--- config.mk ---
export PLATFORM = sky130hd
export DESIGN_NAME = adc_control_config
export DESIGN_NICKNAME = d
export VERILOG_FILES = /design/src/adc_control_pkg.sv /design/src/adc_control_config.sv
export SDC_FILE = /design/constraint.sdc
export NUM_CORES = 1
export LEC_CHECK = 0
export BUFFER_PORTS_ARGS = -buffer_cell sky130_fd_sc_hd__buf_2
export CORE_MARGIN = 2
export CORE_UTILIZATION = 40
export CTS_CLUSTER_SIZE = 8
export DETAILED_ROUTE_END_ITERATION = 16
export MAX_ROUTING_LAYER = met4
export PLACE_DENSITY = 0.59
export SYNTH_ARGS = -nofsm -noshare
export SYNTH_HDL_FRONTEND = slang
export SYNTH_SLANG_ARGS = --single-unit
--- constraint.sdc ---
create_clock -name clk_i -period 3.1 [get_ports clk_i]
set_input_delay 0.62 -clock clk_i [delete_from_list [all_inputs] [get_ports clk_i]]
set_output_delay 0.62 -clock clk_i [all_outputs]
set_load 0.02 [all_outputs]
--- src/adc_control_pkg.sv ---
// register map, field layouts, reset values and states of the converter control block
// assumes a 32-bit Avalon-MM slave port with byte addresses and one analog core beside it
`default_nettype none
package adc_control_pkg;
  localparam int unsigned RES_BITS = 12;
  localparam int unsigned CHAN_BITS = 4;
  localparam int unsigned ADDR_BITS = 6;
  // byte offsets, one aligned word per register
  localparam logic [5:0] OFS_CONTROL_ONE = 6'h00;
  localparam logic [5:0] OFS_CONTROL_TWO = 6'h04;
  localparam logic [5:0] OFS_RESULT_LOW = 6'h08;
  localparam logic [5:0] OFS_RESULT_HIGH = 6'h0c;
  localparam logic [5:0] OFS_IRQ_STATUS = 6'h10;
  localparam logic [5:0] OFS_IRQ_MASK = 6'h14;
  localparam logic [5:0] OFS_DMA_BASE = 6'h18;
  localparam logic [5:0] OFS_DMA_COUNT = 6'h1c;
  localparam logic [5:0] OFS_CAL_OFFSET = 6'h20;
  localparam logic [5:0] OFS_CAL_GAIN = 6'h24;
  localparam logic [7:0] CONTROL_ONE_RST = 8'h00;
  localparam logic [6:0] CONTROL_TWO_RST = 7'h00;
  localparam logic [3:0] TEMP_CHANNEL = 4'h8;
  // interrupt status bit positions
  localparam int unsigned IRQ_EVENTS = 2;
  localparam int unsigned IRQ_DONE = 0;
  localparam int unsigned IRQ_MISSED = 1;
  localparam logic [1:0] DMA_ADDR_STEP = 2'h2;

  typedef struct packed {
    logic converter_power_bit;
    logic reference_select_bit;
    logic clock_divide_hi;
    logic clock_divide_lo;
    logic [1:0] acquisition_length;
    logic timer_trigger_enable;
    logic pin_trigger_enable;
  } control_one_t;

  typedef struct packed {
    logic dma_enable;
    logic continuous;
    logic single;
    logic [CHAN_BITS-1:0] channel;
  } control_two_t;

  typedef struct packed {
    logic [CHAN_BITS-1:0] channel;
    logic [RES_BITS-1:0] code;
  } result_t;

  typedef enum logic [1:0] {ST_IDLE, ST_ACQUIRE, ST_CONVERT, ST_STORE} conv_state_t;

  // last count of the master clock divider: 00 /8, 01 /4, 10 /16, 11 /32
  function automatic logic [4:0] div_last(input logic [1:0] sel);
    case (sel)
      2'h0: div_last = 5'h07;
      2'h1: div_last = 5'h03;
      2'h2: div_last = 5'h0f;
      default: div_last = 5'h1f;
    endcase
  endfunction
endpackage
`default_nettype wire

--- src/adc_control_config.sv ---
// control logic of an 8-channel 12-bit SAR converter with register file, triggers and DMA
// assumes the analog core converts on core_clk_o after core_start_o and answers with core_done_i
// Functional notes
// eight analog channels are selectable and each conversion yields a 12-bit result.
// the code from the core is kept as straight binary, one step being full scale over 4096.
// the result lands in the high and low result registers with the channel code on top.
// single and continuous conversions start from software or from the external pin.
// in DMA mode conversions repeat and samples go to external memory with 24-bit addresses.
// after power-up the factory calibration values are loaded into offset and gain registers.
// the temperature voltage is reachable as a ninth channel through the multiplexer.
// bit 7 of control one powers the converter up when set and down when clear.
// bit 6 of control one picks the external reference when set, internal when clear.
// bits 5:4 divide the master clock by 8, 4, 16 or 32 for codes 00, 01, 10, 11.
// software keeps the converter clock at or below 4.5 MHz.
// bits 3:2 give an acquisition of 1 to 4 converter clocks, three or more advised.
// with bit 1 set a timer overflow starts a conversion when idle; one arriving while busy only sets the missed flag.
// with bit 0 set a low pulse on the external convert pin starts a conversion.
// control one resets to zero: off, internal reference, divide by 8, one clock, no triggers.
// control one is written as a whole byte and all its fields read back.
// the done flag sets at the end of a single conversion or DMA block and clears on vectoring.
`default_nettype none
module adc_control_config
  import adc_control_pkg::*;
#(
  parameter int unsigned DMA_ADDR_W = 24,
  parameter int unsigned DMA_COUNT_W = 16,
  // factory calibration defaults, values arbitrary
  parameter logic [15:0] CAL_OFFSET_FACTORY = 16'h0000,
  parameter logic [15:0] CAL_GAIN_FACTORY = 16'h8000
)
(
  input wire logic clk_i,
  input wire logic nrst_i,
  input wire logic [ADDR_BITS-1:0] avs_address_i,
  input wire logic avs_read_i,
  input wire logic avs_write_i,
  input wire logic [31:0] avs_writedata_i,
  input wire logic [3:0] avs_byteenable_i,
  output logic [31:0] avs_readdata_o,
  output logic avs_waitrequest_o,
  output logic irq_o,
  input wire logic irq_ack_i,
  input wire logic timer_overflow_i,
  input wire logic external_convert_pin_n_i,
  output logic core_power_o,
  output logic core_reference_select_bit_o,
  output logic core_clk_o,
  output logic [CHAN_BITS-1:0] core_channel_o,
  output logic core_track_o,
  output logic core_start_o,
  input wire logic core_done_i,
  input wire logic [RES_BITS-1:0] core_code_i,
  output logic [15:0] cal_offset_o,
  output logic [15:0] cal_gain_o,
  output logic dma_valid_o,
  input wire logic dma_ready_i,
  output logic [DMA_ADDR_W-1:0] dma_addr_o,
  output logic [15:0] dma_data_o
);
  if (DMA_ADDR_W < 16 || DMA_ADDR_W > 24) $error("dma address width must be 16 to 24");
  if (DMA_COUNT_W < 1 || DMA_COUNT_W > 32) $error("dma count width must be 1 to 32");

  // bus slave: one wait cycle, then the access completes
  logic ack_q, ack_d;
  logic [31:0] rdata_q, rdata_d;
  logic wr_en, wr_b0;
  control_one_t ctl1_q, ctl1_d;
  control_two_t ctl2_q, ctl2_d;
  result_t result_q, result_d;
  logic [IRQ_EVENTS-1:0] status_q, status_d, mask_q, mask_d, irq_set;
  logic [DMA_ADDR_W-1:0] dma_base_q, dma_base_d;
  logic [DMA_COUNT_W-1:0] dma_count_q, dma_count_d;
  logic [15:0] cal_off_q, cal_off_d, cal_gain_q, cal_gain_d;
  logic cal_pend_q;

  assign avs_waitrequest_o = (avs_read_i | avs_write_i) & ~ack_q;
  assign wr_en = avs_write_i & ack_q;
  assign wr_b0 = wr_en & avs_byteenable_i[0];
  assign avs_readdata_o = rdata_q;

  always_comb
  begin
    ack_d = (avs_read_i | avs_write_i) & ~ack_q;
    rdata_d = rdata_q;
    if (avs_read_i && !ack_q)
      case (avs_address_i)
        OFS_CONTROL_ONE: rdata_d = {24'h000000, ctl1_q};
        OFS_CONTROL_TWO: rdata_d = {24'h000000, status_q[IRQ_DONE], ctl2_q};
        OFS_RESULT_LOW: rdata_d = {24'h000000, result_q.code[7:0]};
        OFS_RESULT_HIGH: rdata_d = {24'h000000, result_q.channel, result_q.code[11:8]};
        OFS_IRQ_STATUS: rdata_d = {30'h0, status_q};
        OFS_IRQ_MASK: rdata_d = {30'h0, mask_q};
        OFS_DMA_BASE: rdata_d = 32'(dma_base_q);
        OFS_DMA_COUNT: rdata_d = 32'(dma_count_q);
        OFS_CAL_OFFSET: rdata_d = {16'h0000, cal_off_q};
        OFS_CAL_GAIN: rdata_d = {16'h0000, cal_gain_q};
        default: rdata_d = 32'h00000000;
      endcase
  end

  always_ff @(posedge clk_i or negedge nrst_i)
  begin
    if (!nrst_i)
    begin
      ack_q <= 1'b0;
      rdata_q <= 32'h00000000;
    end
    else
    begin
      ack_q <= ack_d;
      rdata_q <= rdata_d;
    end
  end

  // converter clock divider, stopped while powered down
  logic [4:0] div_cnt_q, div_cnt_d;
  logic core_clk_q, core_clk_d, conv_tick;
  logic [4:0] div_end;

  assign div_end = div_last({ctl1_q.clock_divide_hi, ctl1_q.clock_divide_lo});
  assign conv_tick = ctl1_q.converter_power_bit && (div_cnt_q >= div_end);

  always_comb
  begin
    div_cnt_d = 5'h00;
    if (ctl1_q.converter_power_bit && !conv_tick)
      div_cnt_d = div_cnt_q + 5'h01;
    core_clk_d = ctl1_q.converter_power_bit && (div_cnt_d > (div_end >> 1));
  end

  always_ff @(posedge clk_i or negedge nrst_i)
  begin
    if (!nrst_i)
    begin
      div_cnt_q <= 5'h00;
      core_clk_q <= 1'b0;
    end
    else
    begin
      div_cnt_q <= div_cnt_d;
      core_clk_q <= core_clk_d;
    end
  end

  // conversion sequencer
  conv_state_t st_q, st_d;
  logic [1:0] acq_cnt_q, acq_cnt_d;
  logic [CHAN_BITS-1:0] chan_q, chan_d;
  logic start_q, start_d, pin_prev_q, pin_fall, hw_trig, start_go;
  logic conv_end, dma_end;
  logic [DMA_ADDR_W-1:0] dma_ptr_q, dma_ptr_d;
  logic [DMA_COUNT_W-1:0] dma_left_q, dma_left_d;

  assign pin_fall = pin_prev_q & ~external_convert_pin_n_i;
  assign hw_trig = (ctl1_q.timer_trigger_enable & timer_overflow_i)
                 | (ctl1_q.pin_trigger_enable & pin_fall);
  assign start_go = ctl1_q.converter_power_bit
                  & (ctl2_q.single | ctl2_q.continuous | ctl2_q.dma_enable | hw_trig);

  always_comb
  begin
    st_d = st_q;
    acq_cnt_d = acq_cnt_q;
    chan_d = chan_q;
    start_d = 1'b0;
    result_d = result_q;
    dma_ptr_d = dma_ptr_q;
    dma_left_d = dma_left_q;
    conv_end = 1'b0;
    dma_end = 1'b0;
    case (st_q)
      ST_IDLE:
        if (start_go)
        begin
          st_d = ST_ACQUIRE;
          acq_cnt_d = 2'h0;
          chan_d = ctl2_q.channel;
          if (ctl2_q.dma_enable)
          begin
            dma_ptr_d = dma_base_q;
            dma_left_d = dma_count_q;
          end
        end
      ST_ACQUIRE:
        if (conv_tick && acq_cnt_q == ctl1_q.acquisition_length)
        begin
          st_d = ST_CONVERT;
          start_d = 1'b1;
        end
        else if (conv_tick)
          acq_cnt_d = acq_cnt_q + 2'h1;
      ST_CONVERT:
        if (core_done_i)
        begin
          result_d = '{channel: chan_q, code: core_code_i};
          st_d = ctl2_q.dma_enable ? ST_STORE : ST_IDLE;
          conv_end = !ctl2_q.dma_enable;
        end
      ST_STORE:
        if (dma_ready_i)
        begin
          dma_ptr_d = dma_ptr_q + DMA_ADDR_W'(DMA_ADDR_STEP);
          dma_left_d = dma_left_q - DMA_COUNT_W'(1);
          acq_cnt_d = 2'h0;
          dma_end = dma_left_q <= DMA_COUNT_W'(1);
          st_d = dma_end ? ST_IDLE : ST_ACQUIRE;
        end
      default: st_d = ST_IDLE;
    endcase
    // no start pulse can be pending here: conv_tick is low while powered down
    if (!ctl1_q.converter_power_bit)
      st_d = ST_IDLE;
  end

  always_ff @(posedge clk_i or negedge nrst_i)
  begin
    if (!nrst_i)
    begin
      st_q <= ST_IDLE;
      acq_cnt_q <= 2'h0;
      chan_q <= '0;
      start_q <= 1'b0;
      pin_prev_q <= 1'b1;
      result_q <= '0;
      dma_ptr_q <= '0;
      dma_left_q <= '0;
    end
    else
    begin
      st_q <= st_d;
      acq_cnt_q <= acq_cnt_d;
      chan_q <= chan_d;
      start_q <= start_d;
      pin_prev_q <= external_convert_pin_n_i;
      result_q <= result_d;
      dma_ptr_q <= dma_ptr_d;
      dma_left_q <= dma_left_d;
    end
  end

  // software registers, interrupts and calibration
  assign irq_set[IRQ_DONE] = conv_end | dma_end;
  assign irq_set[IRQ_MISSED] = hw_trig & (st_q != ST_IDLE);

  always_comb
  begin
    ctl1_d = ctl1_q;
    ctl2_d = ctl2_q;
    mask_d = mask_q;
    dma_base_d = dma_base_q;
    dma_count_d = dma_count_q;
    cal_off_d = cal_off_q;
    cal_gain_d = cal_gain_q;
    if (wr_b0 && avs_address_i == OFS_CONTROL_ONE)
      ctl1_d = control_one_t'(avs_writedata_i[7:0]);
    if (conv_end && !ctl2_q.continuous)
      ctl2_d.single = 1'b0;
    if (dma_end)
      ctl2_d.dma_enable = 1'b0;
    if (wr_b0 && avs_address_i == OFS_CONTROL_TWO)
      ctl2_d = control_two_t'(avs_writedata_i[6:0]);
    if (wr_b0 && avs_address_i == OFS_IRQ_MASK)
      mask_d = avs_writedata_i[IRQ_EVENTS-1:0];
    if (wr_en && avs_address_i == OFS_DMA_BASE)
      dma_base_d = avs_writedata_i[DMA_ADDR_W-1:0];
    if (wr_en && avs_address_i == OFS_DMA_COUNT)
      dma_count_d = avs_writedata_i[DMA_COUNT_W-1:0];
    if (wr_en && avs_address_i == OFS_CAL_OFFSET)
      cal_off_d = avs_writedata_i[15:0];
    if (wr_en && avs_address_i == OFS_CAL_GAIN)
      cal_gain_d = avs_writedata_i[15:0];
    if (cal_pend_q)
    begin
      cal_off_d = CAL_OFFSET_FACTORY;
      cal_gain_d = CAL_GAIN_FACTORY;
    end
  end

  // sticky flags: the set wins over a write-one clear or a vector acknowledge
  for (genvar i = 0; i < IRQ_EVENTS; i++)
  begin : g_irq
    logic clr;
    assign clr = (wr_b0 && avs_address_i == OFS_IRQ_STATUS && avs_writedata_i[i])
               || (i == IRQ_DONE && irq_ack_i);
    assign status_d[i] = irq_set[i] | (status_q[i] & ~clr);
  end

  always_ff @(posedge clk_i or negedge nrst_i)
  begin
    if (!nrst_i)
    begin
      ctl1_q <= control_one_t'(CONTROL_ONE_RST);
      ctl2_q <= control_two_t'(CONTROL_TWO_RST);
      status_q <= '0;
      mask_q <= '0;
      dma_base_q <= '0;
      dma_count_q <= '0;
      cal_off_q <= 16'h0000;
      cal_gain_q <= 16'h0000;
      cal_pend_q <= 1'b1;
    end
    else
    begin
      ctl1_q <= ctl1_d;
      ctl2_q <= ctl2_d;
      status_q <= status_d;
      mask_q <= mask_d;
      dma_base_q <= dma_base_d;
      dma_count_q <= dma_count_d;
      cal_off_q <= cal_off_d;
      cal_gain_q <= cal_gain_d;
      cal_pend_q <= 1'b0;
    end
  end

  assign irq_o = |(status_q & mask_q);
  assign core_power_o = ctl1_q.converter_power_bit;
  assign core_reference_select_bit_o = ctl1_q.reference_select_bit;
  assign core_clk_o = core_clk_q;
  assign core_channel_o = chan_q;
  assign core_track_o = (st_q == ST_ACQUIRE);
  assign core_start_o = start_q;
  assign cal_offset_o = cal_off_q;
  assign cal_gain_o = cal_gain_q;
  // sample word: channel tag on top, as in the high result register
  assign dma_valid_o = (st_q == ST_STORE);
  assign dma_addr_o = dma_ptr_q;
  assign dma_data_o = result_q;
endmodule
`default_nettype wire

==> results.toml <==
[synth]
syn_inst = 851
synth_top_flop_cell = "dfrtp_1"
yosysMostFrequentCell = "dfrtp_1"
ys_seq_elements = 189
ys_types = 70
synthArstFlopShare_pct = 100
synth_top_cell_by_area = "dfrtp_1"
synth_area_per_cell_um2 = 10.7
synth_commonest_cells = "dfrtp_1, a21oi_1, mux2_2"
ys_warn_count = 0
ys_seq_area_share_pct = 52.2
netlist.area_leader.share_pct = 51.6
synth_edf_count = 0
synth.top_cells.by_area = "dfrtp_1, mux2_2, a21oi_1"
synthesis.area_mm2 = 0.00907

[outcome]
status = "finished clean"

[pwr]
cellLeakagePower_nw = 5.23
p_sw_mw = 1.55
p_clk_share_pct = 42.0
internal_power_mw = 3.95
seqPwrFrac_pct = 49.1
ir_drop_mv = 0.335
power_per_cell_area_mw_per_mm2 = 508
swShare_pct = 28.2
combPwrFrac_pct = 8.9
total_power_mw = 5.50

[cts]
cts_hold_buffers = 0
path_clk_slew_ps = 80
cts_max_level = 4
clock_latency_ps = 440
cts_sinks = 189
cts_buffers = 17
ctsResizeCount = 0
cts_tree = "yes"
root_buffer = "clkbuf_16"
cts_buffer_depth = 2
cts_setup_buffers = 0

[critical_path]
end_kind = "flip-flop"
r2r_start = "ctl1_q[5]$_DFFE_PN0P_"
crit_type = "flip-flop to flip-flop"
cp-startpoint = "ctl1_q[5]$_DFFE_PN0P_"
cp-start-kind = "flip-flop"
critPathMaxFanout = 6
worstPathArrival_ps = 2990
required_ps = 3450

[finish]
area_growth_pct = 19.3
fin_nets = 1072
n_antenna_cell = 0
multiInputGateArea_mm2 = 0.00401
fin_util_pct = 48.2
stdcell_count = 1297
register_area_mm2 = 0.00473
fillers = 2092
layout-drive-gt1-share_pct = 30.2

[floorplanning]
core_area_mm2 = 0.0224
die_h_um = 155
fp.dieW_um = 155
rows = 55
start_util_pct = 40.4
ios = 179
dieArea_mm2 = 0.0239

[grt]
met3_usage_pct = 3.87
grtUsageMet1_pct = 32.2
grt_start_max_net_pins = 74
antenna_found_initial = 0
grt_pass1_vias = 7117
grt_pass1_wl_um = 40100
overflow = 0
track_usage_pct = 22.1
grt_busiest_layer = "met1"
use_met2_pct = 31.8

[placement]
place.gp.congestion = 0.837
port_buffers = 159
place_inst = 1265
dp_hpwl_um = 17400

[drt]
ant_nets = 0
wl_um = 25100
drt_iter0_drc = 534
wire_per_inst_um = 19.3
dr.pass1.iters = 7
remaining_drc_errors = 0
vias = 7381
vias_per_cell = 5.69

[timing]
fmax_ghz = 0.379
slew-limit-headroom_pct = 38.5
final-setup-viol-count = 0
slew_violations = 0
period_needed_ps = 2640
finalHoldViolCount = 0
fin_crit_sh_pct = 85.1
fin_setup_tns_ps = 0
tightest_slew_ps = 920
rsz0062_at_grt = "false"
finalClockSkew_ps = 12.8

[worst_hold_path]
hold_path.class = "input pin to asynchronous set/reset pin"

[run]
cap_violations = 0
==> logic make-up after synthesis <==
| group | synth area share (%) |
|---|---|
| AO/OA/AOI/OAI | 19.9 |
| flip-flops | 52.2 |
| multiplexers | 9.68 |
| XOR/XNOR | 0.483 |
| AND/OR/NAND/NOR | 12.3 |
| buffers and inverters | 4.04 |
| adder cells (fa/ha/maj) | 1.38 |
| other | 0.0413 |
==> through the flow <==
step | hold WS, ps | setup WS (ps) | area [um^2]
after global routing | 248 | 164 | 10800
final | 204 | 462 | 10800
after detailed placement | 493 | 461 | 10200
after CTS | 225 | 446 | 10800
after global placement | 483 | 529 | 10200
after floorplan | 324 | 534 | 9100
==> power by group through the flow <==
| stage | sequential (mW) | combinational [mW] | clock, mW |
|---|---|---|---|
| after floorplan | 2.76 | 0.229 | 0 |
| after global placement | 2.74 | 0.490 | 0 |
| after detailed placement | 2.74 | 0.494 | 0 |
| after CTS | 2.70 | 0.496 | 2.37 |
| after global routing | 2.71 | 0.541 | 2.46 |
| final | 2.70 | 0.489 | 2.31 |
==> final timing paths <==
path / end / slack, ps / cells after the start
max: core_clk_o$_DFF_PN0_ / 460 / 11
min: dma_data_o[7]$_DFFE_PN0P_ / 200 / 1
max reg2reg: core_clk_o$_DFF_PN0_ / 460 / 11
min reg2reg: avs_readdata_o[22]$_DFFE_PN0P_ / 510 / 1
max in group asynchronous: dma_left_q[14]$_DFFE_PN0P_ / 2100 / 2
min in group clk_i: pin_prev_q$_DFF_PN1_ / 300 / 1
==> metal layers <==
layer / vias up / share of wire (%)
met5: - / 0
met4: 0 / 1.8
met3: 26 / 5.6
met2: 241 / 44
met1: 3644 / 49
li1: 3470 / -
==> sequential cells by signal (all words and copies together) (netlist names), 6 cells and up <==
signal / cells
ctl2_q: 7
dma_data_o: 16
ctl1_q: 6
avs_readdata_o: 24
dma_addr_o: 24
cal_offset_o: 16
dma_left_q: 16
cal_gain_o: 16
dma_count_q: 16
dma_base_q: 24
==> critical path, cell delays in order, from the launching register on <==
cell      delay, ps
dfrtp_1         460
nor2b_1         200
ha_1            250
o21ai_0         140
o21bai_1         90
a21oi_1         190
nand2_1         150
nor2_1          200
ha_1            260
and4b_1         220
a211o_1         300
o21ai_0          80
==> cell type report <==
| class | instances | share of cell area (%) |
|---|---|---|
| Clock buffer | 17 | 3.93 |
| Multi-Input combinational cell | 592 | 37.0 |
| Inverter | 12 | 0.416 |
| Sequential cell | 189 | 43.7 |
| Timing Repair Buffer | 187 | 9.61 |
| Clock inverter | 15 | 1.99 |
| Tap cell | 285 | 3.30 |
==> cell usage in the layout (no fill, tap or decap), types with 8 or more instances in the layout <==
cell,instances
mux2_1,8
a21oi_1,85
nor2_1,52
nand3_1,26
buf_2,158
buf_4,26
nor3_1,15
o21ai_0,41
nand2_1,68
conb_1,9
and3_1,10
clkbuf_16,17
o22a_1,8
mux2_2,70
a22o_1,28
a222oi_1,9
ha_1,10
a221oi_1,9
a22oi_1,16
inv_1,11
dfrtp_1,187
a31oi_1,15
(Power assumes the default switching activity.)
